`src/rtl/spi_port_params.svh`:
```
// spi_port_params.svh - offsets, field positions and reset values for the serial port
// assumes a byte-wide register port with word-aligned byte addresses
`ifndef SPI_PORT_PARAMS_SVH
`define SPI_PORT_PARAMS_SVH

// register byte addresses
`define SPI_ADDR_W          8
`define SPI_OFS_CONTROL     8'h00
`define SPI_OFS_DATA        8'h04
`define SPI_OFS_CLKDIV      8'h08

// control register field positions
`define SPI_CTL_DONE        7
`define SPI_CTL_MST_EN      6
`define SPI_CTL_FAULT       5
`define SPI_CTL_TX_FULL     4
`define SPI_CTL_MODE_HI     3
`define SPI_CTL_MODE_LO     2
`define SPI_CTL_BUSY        1
`define SPI_CTL_PORT_EN     0

// select mode encodings
`define SPI_MODE_3WIRE      2'h0
`define SPI_MODE_NSS_IN     2'h1

// reset values and last bit index
`define SPI_CLKDIV_RESET    8'h03
`define SPI_BYTE_RESET      8'h00
`define SPI_LAST_BIT        3'h7

`endif

```
`src/rtl/spi_port_pkg.sv`:
```
// spi_port_pkg.sv - types shared by the serial port design
// assumes spi_port_params.svh provides the numeric constants
package spi_port_pkg;

   // master shifter phase
   typedef enum logic [0:0] {
      PH_IDLE,
      PH_SHIFT
   } phase_t;

   // software-visible control bits
   typedef struct packed {
      logic       done;
      logic       mst_en;
      logic       fault;
      logic [1:0] mode;
      logic       port_en;
   } ctrl_t;

   // synchronised pin levels: sck, mosi, miso, nss
   typedef struct packed {
      logic sck;
      logic mosi;
      logic miso;
      logic nss;
   } pins_t;

   // every flip-flop of the port
   typedef struct packed {
      ctrl_t      ctrl;
      logic [7:0] clkdiv;
      logic [7:0] txbuf;
      logic       tx_full;
      logic [7:0] rxbuf;
      logic [7:0] shreg;
      logic [2:0] bitcnt;
      phase_t     phase;
      logic [7:0] divcnt;
      logic       sck;
      logic       sampled;
      logic       slave_loaded;
      logic [7:0] rdata;
      pins_t      sync1;
      pins_t      sync2;
      logic       sck_prev;
      logic       nss_prev;
   } state_t;

endpackage

```
`src/rtl/spi_port.sv`:
```
// spi_port.sv - full-duplex serial port, master or slave, three- or four-line
// assumes pins arrive asynchronous to clk_in; the pad logic resolves each pin from its enable
`timescale 1ns/1ps
`include "spi_port_params.svh"

// Operation
// - full-duplex byte transfers as master or slave, three- or four-line, shared bus
// - mosi is driven when master, an input when slave
// - miso is an input when master, driven when slave
// - both data lines carry the most significant bit first
// - as master, mosi comes from the shifter's top bit
// - miso released when port disabled or four-line slave not selected
// - three-line slave always drives miso from the shifter's top bit
// - master generates the serial clock
// - four-line slave in select mode 01 with select high ignores the serial clock
// - select mode 00: three-line, select unused, slave always selected
// - select mode 01: four-line, select pin is an input choosing the slave
// - mode 01 master: falling select input turns master function off
// - select mode 1x: four-line, select pin driven with the low mode bit
// - select pin routed to a pad in every mode except three-line
// - setting control bit 6 enters master mode
// - master data register writes go to the transmit buffer
// - full buffer and empty shifter: byte moves over and transfer starts
// - master transfer puts the top bit on mosi at once, before the first clock rise
module spi_port (
   input  wire logic                   clk_in,
   input  wire logic                   srst_in,
   input  wire logic [`SPI_ADDR_W-1:0] addr_in,
   input  wire logic [7:0]             wdata_in,
   input  wire logic                   wr_in,
   input  wire logic                   rd_in,
   output logic      [7:0]             rdata_out,
   input  wire logic                   sck_in,
   output logic                        sck_out,
   output logic                        sck_oe_out,
   input  wire logic                   mosi_in,
   output logic                        mosi_out,
   output logic                        mosi_oe_out,
   input  wire logic                   miso_in,
   output logic                        miso_out,
   output logic                        miso_oe_out,
   input  wire logic                   nss_in,
   output logic                        nss_out,
   output logic                        nss_oe_out,
   output logic                        nss_routed_out
);

   ////////////////////////////////////////////////////////////////////////////////////////////
   // state and helpers

   spi_port_pkg::state_t st;
   spi_port_pkg::state_t next_st;

   logic is_master;
   logic is_slave;
   logic selected;
   logic sck_rise;
   logic nss_fall;
   logic mode_fault;
   logic wr_ctrl;
   logic wr_data;

   // shift one bit in at the bottom, top bit leaves first
   function automatic logic [7:0] shift_in(input logic [7:0] value, input logic bit_in);
      shift_in = {value[6:0], bit_in};
   endfunction

   // control register as software reads it
   function automatic logic [7:0] ctrl_view(input spi_port_pkg::state_t s);
      logic [7:0] v;
      v                     = 8'h00;
      v[`SPI_CTL_DONE]      = s.ctrl.done;
      v[`SPI_CTL_MST_EN]    = s.ctrl.mst_en;
      v[`SPI_CTL_FAULT]     = s.ctrl.fault;
      v[`SPI_CTL_TX_FULL]   = s.tx_full;
      v[`SPI_CTL_MODE_HI]   = s.ctrl.mode[1];
      v[`SPI_CTL_MODE_LO]   = s.ctrl.mode[0];
      v[`SPI_CTL_BUSY]      = (s.phase == spi_port_pkg::PH_SHIFT);
      v[`SPI_CTL_PORT_EN]   = s.ctrl.port_en;
      ctrl_view             = v;
   endfunction

   ////////////////////////////////////////////////////////////////////////////////////////////
   // decode of role, selection and pin events

   assign is_master = st.ctrl.port_en & st.ctrl.mst_en;
   assign is_slave  = st.ctrl.port_en & ~st.ctrl.mst_en;
   // only select mode 01 reads the pin; other modes count as selected
   assign selected  = (st.ctrl.mode != `SPI_MODE_NSS_IN) | ~st.sync2.nss;
   assign sck_rise  = st.sync2.sck & ~st.sck_prev;
   assign nss_fall  = st.nss_prev & ~st.sync2.nss;
   assign mode_fault = is_master & (st.ctrl.mode == `SPI_MODE_NSS_IN) & nss_fall;
   assign wr_ctrl   = wr_in & (addr_in == `SPI_OFS_CONTROL);
   assign wr_data   = wr_in & (addr_in == `SPI_OFS_DATA);

   ////////////////////////////////////////////////////////////////////////////////////////////
   // pin drivers

   assign sck_out        = st.sck;
   assign sck_oe_out     = is_master;
   assign mosi_out       = st.shreg[7];
   assign mosi_oe_out    = is_master;
   assign miso_out       = st.shreg[7];
   assign miso_oe_out    = is_slave & selected;
   assign nss_out        = st.ctrl.mode[0];
   assign nss_oe_out     = st.ctrl.port_en & st.ctrl.mode[1];
   assign nss_routed_out = (st.ctrl.mode != `SPI_MODE_3WIRE);
   assign rdata_out      = st.rdata;

   ////////////////////////////////////////////////////////////////////////////////////////////
   // next-state logic

   always_comb begin
      logic       set_done;
      logic [7:0] rx_byte;
      next_st  = st;
      set_done = 1'b0;
      rx_byte  = st.shreg;

      // two-flop synchronisers, first stage feeds the second only
      next_st.sync1    = {sck_in, mosi_in, miso_in, nss_in};
      next_st.sync2    = st.sync1;
      next_st.sck_prev = st.sync2.sck;
      next_st.nss_prev = st.sync2.nss;

      // master side: buffer to shifter, then eight clock periods
      if (is_master) begin
         next_st.slave_loaded = 1'b0;
         unique case (st.phase)
            spi_port_pkg::PH_IDLE: begin
               next_st.sck    = 1'b0;
               next_st.divcnt = 8'h00;
               if (st.tx_full) begin
                  next_st.shreg   = st.txbuf;
                  next_st.tx_full = 1'b0;
                  next_st.bitcnt  = 3'h0;
                  next_st.phase   = spi_port_pkg::PH_SHIFT;
               end
            end
            spi_port_pkg::PH_SHIFT: begin
               if (st.divcnt == st.clkdiv) begin
                  next_st.divcnt = 8'h00;
                  next_st.sck    = ~st.sck;
                  if (!st.sck) begin
                     next_st.sampled = st.sync2.miso;
                  end else begin
                     next_st.shreg  = shift_in(st.shreg, st.sampled);
                     next_st.bitcnt = st.bitcnt + 3'h1;
                     if (st.bitcnt == `SPI_LAST_BIT) begin
                        rx_byte       = shift_in(st.shreg, st.sampled);
                        next_st.rxbuf = rx_byte;
                        set_done      = 1'b1;
                        next_st.phase = spi_port_pkg::PH_IDLE;
                     end
                  end
               end else begin
                  next_st.divcnt = st.divcnt + 8'h01;
               end
            end
         endcase
      end else begin
         next_st.phase  = spi_port_pkg::PH_IDLE;
         next_st.sck    = 1'b0;
         next_st.divcnt = 8'h00;
      end

      // slave side: clock taken only while selected
      if (is_slave) begin
         if (!selected) begin
            next_st.bitcnt       = 3'h0;
            next_st.slave_loaded = 1'b0;
         end else begin
            if (!st.slave_loaded && st.bitcnt == 3'h0 && st.tx_full) begin
               next_st.shreg        = st.txbuf;
               next_st.tx_full      = 1'b0;
               next_st.slave_loaded = 1'b1;
            end else if (sck_rise) begin
               next_st.shreg  = shift_in(st.shreg, st.sync2.mosi);
               next_st.bitcnt = st.bitcnt + 3'h1;
               if (st.bitcnt == `SPI_LAST_BIT) begin
                  next_st.rxbuf        = shift_in(st.shreg, st.sync2.mosi);
                  set_done             = 1'b1;
                  next_st.slave_loaded = 1'b0;
               end
            end
         end
      end

      // register writes
      if (wr_ctrl) begin
         next_st.ctrl.mst_en  = wdata_in[`SPI_CTL_MST_EN];
         next_st.ctrl.mode    = wdata_in[`SPI_CTL_MODE_HI:`SPI_CTL_MODE_LO];
         next_st.ctrl.port_en = wdata_in[`SPI_CTL_PORT_EN];
         next_st.ctrl.done    = st.ctrl.done & wdata_in[`SPI_CTL_DONE];
         next_st.ctrl.fault   = st.ctrl.fault & wdata_in[`SPI_CTL_FAULT];
      end
      if (wr_data) begin
         next_st.txbuf   = wdata_in;
         next_st.tx_full = 1'b1;
      end
      if (wr_in && addr_in == `SPI_OFS_CLKDIV) begin
         next_st.clkdiv = wdata_in;
      end

      // hardware events win over software clears
      if (set_done) begin
         next_st.ctrl.done = 1'b1;
      end
      if (mode_fault) begin
         next_st.ctrl.mst_en = 1'b0;
         next_st.ctrl.fault  = 1'b1;
         next_st.phase       = spi_port_pkg::PH_IDLE;
         next_st.sck         = 1'b0;
      end

      // read data one cycle after the strobe, zero elsewhere
      next_st.rdata = 8'h00;
      if (rd_in) begin
         unique case (addr_in)
            `SPI_OFS_CONTROL: next_st.rdata = ctrl_view(st);
            `SPI_OFS_DATA:    next_st.rdata = st.rxbuf;
            `SPI_OFS_CLKDIV:  next_st.rdata = st.clkdiv;
            default:          next_st.rdata = 8'h00;
         endcase
      end
   end

   ////////////////////////////////////////////////////////////////////////////////////////////
   // state register

   // reset image of the state; edge detectors and synchronisers start low
   function automatic spi_port_pkg::state_t reset_image();
      spi_port_pkg::state_t r;
      r           = '0;
      r.clkdiv    = `SPI_CLKDIV_RESET;
      r.txbuf     = `SPI_BYTE_RESET;
      r.rxbuf     = `SPI_BYTE_RESET;
      r.shreg     = `SPI_BYTE_RESET;
      r.phase     = spi_port_pkg::PH_IDLE;
      reset_image = r;
   endfunction

   // one register stage holds every flip-flop; reset loads constants only
   always_ff @(posedge clk_in) begin
      if (srst_in) begin
         st <= reset_image();
      end else begin
         st <= next_st;
      end
   end
endmodule

```
`config.mk`:
```
export PLATFORM = sky130hd
export DESIGN_NAME = spi_port
export DESIGN_NICKNAME = d
export VERILOG_FILES = /design/src/rtl/spi_port_pkg.sv /design/src/rtl/spi_port.sv
export VERILOG_INCLUDE_DIRS = /design/src /design/src/rtl
export SDC_FILE = /design/constraint.sdc
export NUM_CORES = 1
export LEC_CHECK = 0
export ABC_AREA = 1
export BUFFER_PORTS_ARGS = -buffer_cell sky130_fd_sc_hd__clkbuf_2
export CAP_MARGIN = 5
export CORE_MARGIN = 2
export CORE_UTILIZATION = 58
export DETAILED_ROUTE_END_ITERATION = 8
export PLACE_DENSITY = 0.79
export SETUP_SLACK_MARGIN = 0.05
export SLEW_MARGIN = 20
export SYNTH_ARGS = -nofsm -noshare
export SYNTH_HDL_FRONTEND = slang
export SYNTH_SLANG_ARGS = --single-unit
```
`constraint.sdc`:
```
create_clock -name clk_in -period 1.8 [get_ports clk_in]
set_input_delay 0.18 -clock clk_in [delete_from_list [all_inputs] [get_ports clk_in]]
set_output_delay 0.18 -clock clk_in [all_outputs]
set_load 0.02 [all_outputs]
```
==> results.md, run 1 <==
* Fmax achieved at around 600 MHz
* Most common library cell in the layout ignoring fill and taps: nand2_1
* Pins Over Slew Limit at 0
* CTS max path bufs at 2
* Share of layout cells above drive strength 1 at 0.2274
* Syn Nets at between 500 and 600
* Final nets at about 600
* Area growth syn-to-layout at 14.66%
* GRT Total Usage at 0.2770
* DR pass1 iterations at 6
* Row count at 28
* Num CTS Buffers at 9
* Worst Path Arrival at between 1 and 1.5 ns
* Final GP Congestion at 0.9437
* CP endpoint kind: output pin
* Minimum clock period at about 1.7 ns
* Family with the most delay on the worst path: buffers and inverters
* FF-to-FF Start: st[64]
* Max IR drop VDD at 385.8 uV
* Setup TNS at 0 ns
* Sw frac at 0.2282
* Combinational Power Share at 0.040
* CP Buf/Inv Count at 4
* DRC at 0
* Fin crit share at 0.9286
* Number of I/O pins at 41
* Diode count at 0
* Die height at a little over 80 um
* Gr ovfl total at 0
* WL per Instance at approximately 15 um
* CP peak stage delay at roughly 0.36 ns
* Synth cell types at 38
* TritonCTS clock tree: built
* Remaining antenna violation count at 0
* Register bit count reported by yosys at just over 70
* Relative slew margins at 0.6379
* Area of the multi-input gates at about 1800 um^2
* Clk_lat worst skew at 0.34 ns
* Hold Path Origin: sck_in
* Root Driver: clkbuf_8
* Initial Util at 0.6069
* Clk pwr share at 0.373
* RSZ-0062 raised after global routing: true
* Critical-path top delay cell: dfxtp_1
* Detailed Place HPWL at 7.174 mm
* Clock sinks at approximately 70
* Leakage at 1.849 nW
* Sequential power share at 0.587
* Hold Path Stages at 3
* Drt via density at between 5 and 6
* Largest net degree at the start of global routing at 25
* Worst Setup Start Kind: register
* First-pass GRT wire length at 15.24 mm
* RR Endpoint: st[30]
* Flop2flop setup slack at roughly 0.15 ns
* Max Cap Viol at 0
* Fillers at between 500 and 600
* Count of final setup violators at 0
* H-tree Lvls at 3
* Die ar. at around 6900 um^2
* Number of failing hold endpoints at the final stage at 0
* Internal Power at 2.115 mW
* HP Class: in -> reg
* Total net switching power at 0.6252 mW
* Pwr/cell area at roughly 660 nW/um^2
* Highest-count cells in the layout ignoring fill and taps: 100 x nand2_1, 79 x nor2_1, 68 x inv_1
* Clock Skew at between 0.007 and 0.008 ns
* Die X at around 83 um
* Worst-Margin Slew at 0.5395 ns
* Post-Syn Area at 3636 um^2
* Clk pin slew, worst setup/hold paths at 0.07 ns
* Dpl cells at between 600 and 700
* Number of global-route vias before repair at about 3200
* Syn Inst Count at between 500 and 600
* DRT iter0 DRCs at 340
* Sequential cell area fraction in the yosys report at 0.3964
* Core ar. at between 5000 and 6000 um^2
* Final WL at 9.509 mm
* Crit-path max FO at 9
* Port bufs at 40
* Crit path kind: reg -> out
* Status: finished, final reports clean
* Layout Cells excl Fill at ~650
* Via count at around 3600
* Min-Delay Endpoint: next_st[5]
* Mean Syn Cell Area at between 6 and 7 um^2
* Register area at roughly 1500 um^2
* CP Cell Sequence: inv_1 > nor2_2 > nand2_2 > inv_2 > buf_6 > clkbuf_2
* Initial antenna violation count at 0
* Synth warnings at 0
* Worst reg2reg path depth at 14
* Required time worst endpoint at 1.62 ns
-- final cells by class --
type,instances,share of cell area
multi-input combinational,348,0.4313
inverter,81,0.07293
tap,75,0.02251
clock buffer,11,0.03151
timing repair buffer,62,0.09034
clock inverter,2,0.002401
sequential,72,0.3490
-- through the flow --
step | setup WS [ns] | utilization | power (mW) | hold WS (ns) | cell area, um^2
floorplan | 0.1863 | - | 1.694 | 0.2870 | 3636
global placement | 0.1296 | 0.6539 | 1.749 | 0.3738 | 3918
detailed placement | 0.07129 | 0.6539 | 1.750 | 0.3747 | 3918
CTS | 0.05939 | 0.6786 | 2.751 | 0.01607 | 4065
global route | 0.02858 | 0.6959 | 2.839 | 0.03346 | 4169
finish | 0.1286 | 0.6959 | 2.740 | 0.02867 | 4169
-- what timing repair did --
action                     CTS  global route
gates cloned                 0             1
setup endpoints to repair    1            20
pin swaps                    0             6
buffers inserted             0             3
hold endpoints to repair     0             0
resized for setup            4            34
hold buffers                 0             0
-- worst min-delay path: stages --
cell and delay [ns]:
clkbuf_2 0.08, inv_1 0.04, nor2_1 0.03
-- kinds of logic (layout without fill, tap and decap cells) --
family	count (synthesis)	in the layout	synth area share
buffers and inverters	106	156	0.1263
XOR/XNOR	6	6	0.01445
AND/OR/NAND/NOR	248	249	0.2939
flip-flops	72	72	0.3964
adder cells (fa/ha/maj)	5	5	0.01721
AO/OA/AOI/OAI	88	88	0.1518
-- how the worst max path moves through the flow --
stage	slack, ns	endpoint	from	cells after the start
global route	0.03	st[30]	st[64]	14
finish	0.13	miso_oe_out	st[66]	6
detailed placement	0.07	st[43]	st[30]	12
CTS	0.06	st[43]	st[30]	12
floorplan	0.19	st[34]	nss_out	8
global placement	0.13	st[41]	st[26]	13
-- power groups by stage --
stage               combinational (mW)  sequential, mW  clock (mW)
finish                           0.110            1.61        1.02
global route                     0.120            1.61        1.11
CTS                              0.107            1.61        1.04
detailed placement               0.106            1.64           0
global placement                 0.105            1.64           0
floorplan                       0.0523            1.64           0
-- synthesized netlist by cell type (all sizes together) --
cell / n / area share
nor3b: 1 / 0.0021
nand4: 3 / 0.0052
o22ai: 1 / 0.0017
inv: 81 / 0.084
o311ai: 1 / 0.0024
o21ai: 30 / 0.041
a32oi: 8 / 0.019
xnor2: 4 / 0.0096
nor3: 7 / 0.014
nand3b: 1 / 0.0021
nand2: 112 / 0.12
a31oi: 1 / 0.0017
dfxtp: 72 / 0.40
a22oi: 7 / 0.014
ha: 5 / 0.017
o221ai: 4 / 0.0096
clkbuf: 9 / 0.0093
xor2: 2 / 0.0048
buf: 16 / 0.033
a21oi: 28 / 0.045
nor2: 88 / 0.098
a211oi: 1 / 0.0021
or2: 1 / 0.0017
and3: 1 / 0.0017
o211ai: 7 / 0.014
nand3: 34 / 0.050
-- flip-flops by register name, summed over array words and instances, names as in the netlist --
signal / count
miso_out: 1
next_st: 6
nss_out: 1
rdata_out: 8
sck_out: 1
st: 55
-- layer usage --
| metal | routed length (um) | vias up | share of wire | global-route usage |
|---|---|---|---|---|
| li1 | - | 1773 | - | - |
| met4 | 273 | 0 | 0.029 | 0.1311 |
| met2 | 4296 | 177 | 0.45 | 0.4370 |
| met3 | 751 | 28 | 0.079 | 0.04871 |
| met5 | 0 | - | 0 | 0 |
| met1 | 4189 | 1583 | 0.44 | 0.3684 |
No activity file was read; power rests on OpenSTA's default activity.
==> run 2: changes to the inputs <==
--- a/config.mk
+++ b/config.mk
@@ -12,9 +12,9 @@
 export CORE_MARGIN = 2
 export CORE_UTILIZATION = 58
 export DETAILED_ROUTE_END_ITERATION = 8
+export GPL_TIMING_DRIVEN = 0
 export PLACE_DENSITY = 0.79
 export SETUP_SLACK_MARGIN = 0.05
-export SLEW_MARGIN = 20
 export SYNTH_ARGS = -nofsm -noshare
 export SYNTH_HDL_FRONTEND = slang
 export SYNTH_SLANG_ARGS = --single-unit
==> run 2 against run 1 <==
The run now ends with setup timing left. Sequential power about the same. Routed wire length is 4.3% higher. Global-route usage rose by 1.5 points. Clock-buffer cell count did not move. Final cell count up 1.4%.
==> results.md, run 2 (synthesized netlist as in run 1, its figures left out) <==
* Violated checks: setup timing
* WL per Instance at 15.03 um (+2.9%)
* Remaining antenna violation count at 0 (unchanged)
* CTS max path bufs at 2 (unchanged)
* Clk_lat worst skew at 0.35 ns (about the same)
* Max IR drop VDD at 545.6 uV (+41%)
* Die X at 83.18 um (unchanged)
* Worst-Margin Slew at 0.6797 ns (+0.1402 ns)
* Core ar. at 5991 um^2 (unchanged)
* Leakage at 1.902 nW (+2.9%)
* Root Driver: clkbuf_8
* DRC at 0 (unchanged)
* Final Core Density at 0.7178 (+0.02193)
* Number of failing hold endpoints at the final stage at 0 (unchanged)
* CP Cell Sequence: inv_1 > nor2_4 > nand2_2 > inv_2 > clkbuf_8 > clkbuf_2
* CTS Hold Bufs at 0 (unchanged)
* Die height at 83.18 um (unchanged)
* WP depth at 6 (unchanged)
* DR pass1 iterations at 5 (-1)
* Diode count at 0 (unchanged)
* Final WL at 9.920 mm (+4.3%)
* Minimum clock period at 1.807 ns (+0.1358 ns)
* RSZ-0062 raised after global routing: true
* Number of global-route vias before repair at 3431 (+6.4%)
* Fin crit share at 1.004 (+0.07544)
* Relative slew margins at 0.5469 (-0.09105)
* TritonCTS clock tree: built
* Placed Instance Area at 3925 um^2 (+0.19%)
* Final GP Congestion at 0.9322 (-1.2%)
* Fin area at 4300 um^2 (+3.2%)
* Hold Path Stages at 3 (unchanged)
* Most common library cell in the layout ignoring fill and taps: nand2_1
* Number of I/O pins at 41 (unchanged)
* Share of layout cells above drive strength 1 at 0.2154 (-0.01205)
* Highest-count cells in the layout ignoring fill and taps: 103 x nand2_1, 78 x nor2_1, 72 x inv_1
* Required time worst endpoint at 1.62 ns (about the same)
* Max Cap Viol at 0 (unchanged)
* FF-to-FF Start: st[30]
* CP peak stage delay at 0.39 ns (+0.03 ns)
* Area growth syn-to-layout at 18.27%
* Largest net degree at the start of global routing at 13 (-48%)
* Layout Cells excl Fill at 660 (+1.4%)
* Initial antenna violation count at 0 (unchanged)
* Final worst-path setup slack at -0.007192 ns (-0.1358 ns)
* Gr ovfl total at 0 (unchanged)
* CP Buf/Inv Count at 4 (unchanged)
* Crit path kind: reg -> out
* Pwr/cell area at 776.7 nW/um^2 (+18%)
* Dpl cells at 639 (+0.79%)
* Initial Util at 0.6069 (unchanged)
* Hold Path Origin: miso_in
* CP Launch Point: st[66]
* Family with the most delay on the worst path: buffers and inverters
* Worst Path Arrival at 1.63 ns (+0.14 ns)
* First-pass GRT wire length at 16.30 mm (+6.9%)
* CP endpoint kind: output pin
* H-tree Lvls at 3 (unchanged)
* Count of final setup violators at 1 (+1)
* Largest register by flop count: st
* Crit-path max FO at 10 (+1)
* Clock Skew at 0.004525 ns (-0.003209 ns)
* Status: complete, but fails checks
* Via count at 3696 (+3.8%)
* Max reg flops at 55 (unchanged)
* Detailed Place HPWL at 7.204 mm (+0.41%)
* Drt via density at 5.600 (+2.4%)
* Die ar. at 6918 um^2 (unchanged)
* Clock sinks at 72 (unchanged)
* WHS at 0.006777 ns (-0.02190 ns)
* Critical-path top delay cell: dfxtp_1
* Pins Over Slew Limit at 0 (unchanged)
* Port bufs at 39 (-2.5%)
* Row count at 28 (unchanged)
* Fmax achieved at 553.3 MHz (-7.5%)
* Worst Setup Start Kind: register
* HP Class: in -> reg
* Worst reg2reg path depth at 13 (-1)
* GRT Total Usage at 0.2917 (+0.01464)
* Clk pin slew, worst setup/hold paths at 0.08 ns (about the same)
* Num CTS Buffers at 9 (unchanged)
* Final nets at 609 (+1.0%)
* DRT iter0 DRCs at 293 (-14%)
run 2: stage by stage:
stage	TNS, ns	setup slack [ns]	total power [mW]
final	-0.007192	-0.007192	3.340
after global routing	-0.2300	-0.09348	3.421
after CTS	0	0.005893	3.334
after detailed placement	-1.332	-0.1211	1.747
after global placement	-0.3705	-0.05911	1.743
after floorplan	0	0.1863	1.694
run 2: report_power, final:
group,switching (mW),leakage [nW],total (mW),internal (mW)
Clock,0.634,0.126,1.63,0.994
Combinational,0.0719,1.19,0.107,0.0354
Sequential,0.00428,0.586,1.60,1.60
run 2: what timing repair did:
item,in CTS,in global routing
pin swaps,1,2
resized for setup,16,20
buffers inserted,1,4
endpoints found under the setup margin,22,32
run 2: cell type report:
type                    count  area (um^2)
plain buffers              25        167.7
clock buffers              11        151.4
clock inverters             5        102.6
fillers                   485         1690
inverters                  81        306.5
multi-input cells         347         1793
flip-flops and latches     72         1453
well taps                  75        93.84
repair buffers             44        232.7
run 2: routing by layer:
layer  track usage  part of all wire
met2        0.4699              0.47
met5             0                 0
met1        0.3678              0.41
met4        0.1475             0.043
met3       0.06362             0.076
run 2: path summary, 6_finish.rpt:
path | endpoint | slack, ns
max reg2reg | st[44] | 0.09
max | miso_oe_out | -0.007
min | next_st[3] | 0.007
min reg2reg | st[4] | 0.41
run 2: tightest hold or removal path: stages:
cell	delay, ns
clkbuf_2	0.08
inv_1	0.04
nor2_1	0.03
==> run 3: changes to the inputs <==
--- a/config.mk
+++ b/config.mk
@@ -7,11 +7,11 @@
 export NUM_CORES = 1
 export LEC_CHECK = 0
 export ABC_AREA = 1
-export BUFFER_PORTS_ARGS = -buffer_cell sky130_fd_sc_hd__clkbuf_2
 export CAP_MARGIN = 5
 export CORE_MARGIN = 2
-export CORE_UTILIZATION = 58
+export CORE_UTILIZATION = 63
 export DETAILED_ROUTE_END_ITERATION = 8
+export DONT_BUFFER_PORTS = 1
 export GPL_TIMING_DRIVEN = 0
 export PLACE_DENSITY = 0.79
 export SETUP_SLACK_MARGIN = 0.05
==> run 3 against run 2 <==
The flow finishes with violations (hold timing). Sequential power about the same. Worst hold slack got worse by 0.011 ns. Maximum frequency is 2.8% higher. Sequential share of layout area is 0.75 points higher. Critical path depth rose by 8. Routed wire length decreased by 2.8%. Core utilization is 4.9 points higher. Final cell count decreased by 4.4%. Largest power group is now sequential cells.
==> results.md, run 3 (synthesized netlist as in run 1, its figures left out) <==
* Largest register by flop count: st
* Root Driver: clkbuf_8
* CP peak stage delay at 0.35 ns (-0.04 ns)
* Combinational Power Share at 0.032 (about the same)
* CTS max path bufs at 2 (unchanged)
* Fillers at 451 (-7.0%)
* Die height at 79.97 um (-3.9%)
* Fmax achieved at 568.6 MHz (+2.8%)
* Worst-Margin Slew at 0.6633 ns (-0.01636 ns)
* RSZ-0062 raised after global routing: true
* Total net switching power at 0.6885 mW (-3.1%)
* WP depth at 14 (+8)
* Diode count at 0 (unchanged)
* Die X at 79.97 um (-3.9%)
* Clock sinks at 72 (unchanged)
* Sw frac at 0.2298 (+0.01707)
* Number of I/O pins at 41 (unchanged)
* Sequential power share at 0.534 (+0.054)
* Met1 wire length at 3.996 mm (-1.2%)
* Initial Util at 0.6563 (+0.04934)
* Clock Skew at 0.008811 ns (+0.004286 ns)
* Minimum clock period at 1.759 ns (-0.04856 ns)
* Number of global-route vias before repair at 3248 (-5.3%)
* Final nets at 583 (-4.3%)
* Detailed Place HPWL at 6.737 mm (-6.5%)
* H-tree Lvls at 3 (unchanged)
* CP Buf/Inv Count at 3 (-1)
* Die ar. at 6395 um^2 (-7.6%)
* Max reg flops at 55 (unchanged)
* Pins Over Slew Limit at 0 (unchanged)
* Number of failing hold endpoints at the final stage at 1 (+1)
* WHS at -0.003980 ns (-0.01076 ns)
* CP Cell Sequence: inv_2 > nand2_1 > nand2_2 > inv_2 > nand2_2 > nor2_4 > nand3_4 > nor2_4 > nand3_2 > nand2_4 > buf_6 > nand2_2 > nand2_1 > nor2_2
* TritonCTS clock tree: built
* Hold Path Stages at 2 (-1)
* Relative slew margins at 0.5578 (+0.01091)
* DR pass1 iterations at 6 (+1)
* Clk_lat worst skew at 0.36 ns (about the same)
* Core ar. at 5540 um^2 (-7.5%)
* Pwr/cell area at 704.9 nW/um^2 (-9.2%)
* Worst Path Arrival at 2.01 ns (+0.38 ns)
* CP most frequent cell: nand2_2
* Worst reg2reg path depth at 14 (+1)
* Initial antenna violation count at 0 (unchanged)
* Share of layout cells above drive strength 1 at 0.2021 (-0.01324)
* Required time worst endpoint at 2.06 ns (+0.44 ns)
* Crit path kind: reg -> reg
* Max Cap Viol at 0 (unchanged)
* Gr ovfl total at 0 (unchanged)
* Clk pin slew, worst setup/hold paths at 0.08 ns (about the same)
* Highest-count cells in the layout ignoring fill and taps: 98 x nand2_1, 76 x nor2_1, 65 x inv_1
* Routed length on met3 at 683 um (-9.4%)
* Internal Power at 2.308 mW (-12%)
* Most common library cell in the layout ignoring fill and taps: nand2_1
* Worst Setup Start Kind: register
* GRT Total Usage at 0.3125 (+0.02082)
* Top Layer Used: met4
* Area of the multi-input gates at 1853 um^2 (+3.3%)
* Fin crit share at 0.9770 (-0.02698)
* Violated checks: hold timing
* Final WL at 9.647 mm (-2.8%)
* Register area at 1468 um^2 (+1.0%)
* Num CTS Buffers at 9 (unchanged)
* Status: complete, but fails checks
* First-pass GRT wire length at 15.30 mm (-6.1%)
* Count of final setup violators at 0 (-1)
* HP Class: in -> reg
* WL per Instance at 15.29 um (+1.7%)
* Leakage at 1.833 nW (-3.6%)
* Max IR drop VDD at 447.7 uV (-18%)
* DRT iter0 DRCs at 333 (+14%)
* Clk pwr share at 0.433 (-0.055)
* Area growth syn-to-layout at 16.90%
* Family with the most delay on the worst path: simple AND/OR/NAND/NOR gates
* Crit-path max FO at 5 (-5)
* Row count at 27 (-3.6%)
* Setup TNS at 0 ns (+0.007192 ns)
* DRC at 0 (unchanged)
* Largest net degree at the start of global routing at 13 (unchanged)
* Met2 routed WL at 4.695 mm (about the same)
* Drt via density at 5.624 (+0.44%)
* Final GP Congestion at 0.8973 (-3.7%)
* Via count at 3549 (-4.0%)
* Port bufs at 0 (-100%)
* Critical-path top delay cell: dfxtp_2
* Remaining antenna violation count at 0 (unchanged)
* CP endpoint kind: register
## run 3: cell count changes in the layout (fill, tap and decap cells not counted), sizes merged
cell / previous run / this run
clkbuf: 58 / 18
dlygate4sd3: 0 / 12
clkinv: 1 / 4
buf: 22 / 24
bufinv: 3 / 1
inv: 81 / 80
## run 3: final cells by class
type / instances / area share
Tap cell: 72 / 0.02120
Clock inverter: 5 / 0.01325
Inverter: 81 / 0.07271
Buffer: 25 / 0.03945
Timing Repair Buffer: 18 / 0.03886
Multi-Input combinational cell: 347 / 0.4360
Clock buffer: 11 / 0.03326
Sequential cell: 72 / 0.3453
## run 3: per-layer routing
metal / track usage / vias to the layer above
met5: 0 / -
met4: 0.1475 / 0
met3: 0.05543 / 28
met2: 0.5183 / 159
met1: 0.3920 / 1632
li1: - / 1730
## run 3: stage by stage
| step | area, um^2 | util | setup WS (ns) | cells | power [mW] |
|---|---|---|---|---|---|
| 6_report | 4250 | 0.7672 | 0.04137 | 631 | 2.996 |
| 2_1_floorplan | 3636 | - | 0.1863 | 525 | 1.694 |
| 3_5_place_dp | 3726 | 0.6725 | -0.2542 | 597 | 1.711 |
| 4_1_cts | 4079 | 0.7362 | 0.02944 | 626 | 3.009 |
| 5_1_grt | 4250 | 0.7672 | -0.03516 | 631 | 3.091 |
| 3_3_place_gp | 3726 | 0.6725 | -0.2629 | 597 | 1.710 |
## run 3: what timing repair did
action                                 4_1_cts  5_1_grt
setup buffers                                1        3
pin swaps                                    1       12
resized for setup                           13       59
hold buffers                                12        0
setup endpoints to repair                   18       23
endpoints found under the hold margin       16        0
gates cloned                                 0        2
## run 3: path summary, 6_finish.rpt
| kind | slack [ns] | from | end |
|---|---|---|---|
| max reg2reg | 0.04 | st[24] | st[43] |
| max | 0.04 | st[24] | st[43] |
| min | -0.004 | wdata_in[3] | st[68] |
| min reg2reg | 0.41 | next_st[2] | next_st[0] |
## run 3: worst reg2reg max path, delay by kind of cell (launching register included)
family	cells	cell delay [ns]
buffers and inverters	3	0.24
DFF	1	0.35
and+or+nand+nor	11	1.06
## run 3: power groups by stage
stage / clock network (mW) / registers [mW] / logic, mW
floorplan: 0 / 1.64 / 0.0523
global placement: 0 / 1.64 / 0.0666
detailed placement: 0 / 1.64 / 0.0673
CTS: 1.31 / 1.61 / 0.0922
global route: 1.38 / 1.60 / 0.108
finish: 1.30 / 1.60 / 0.0971
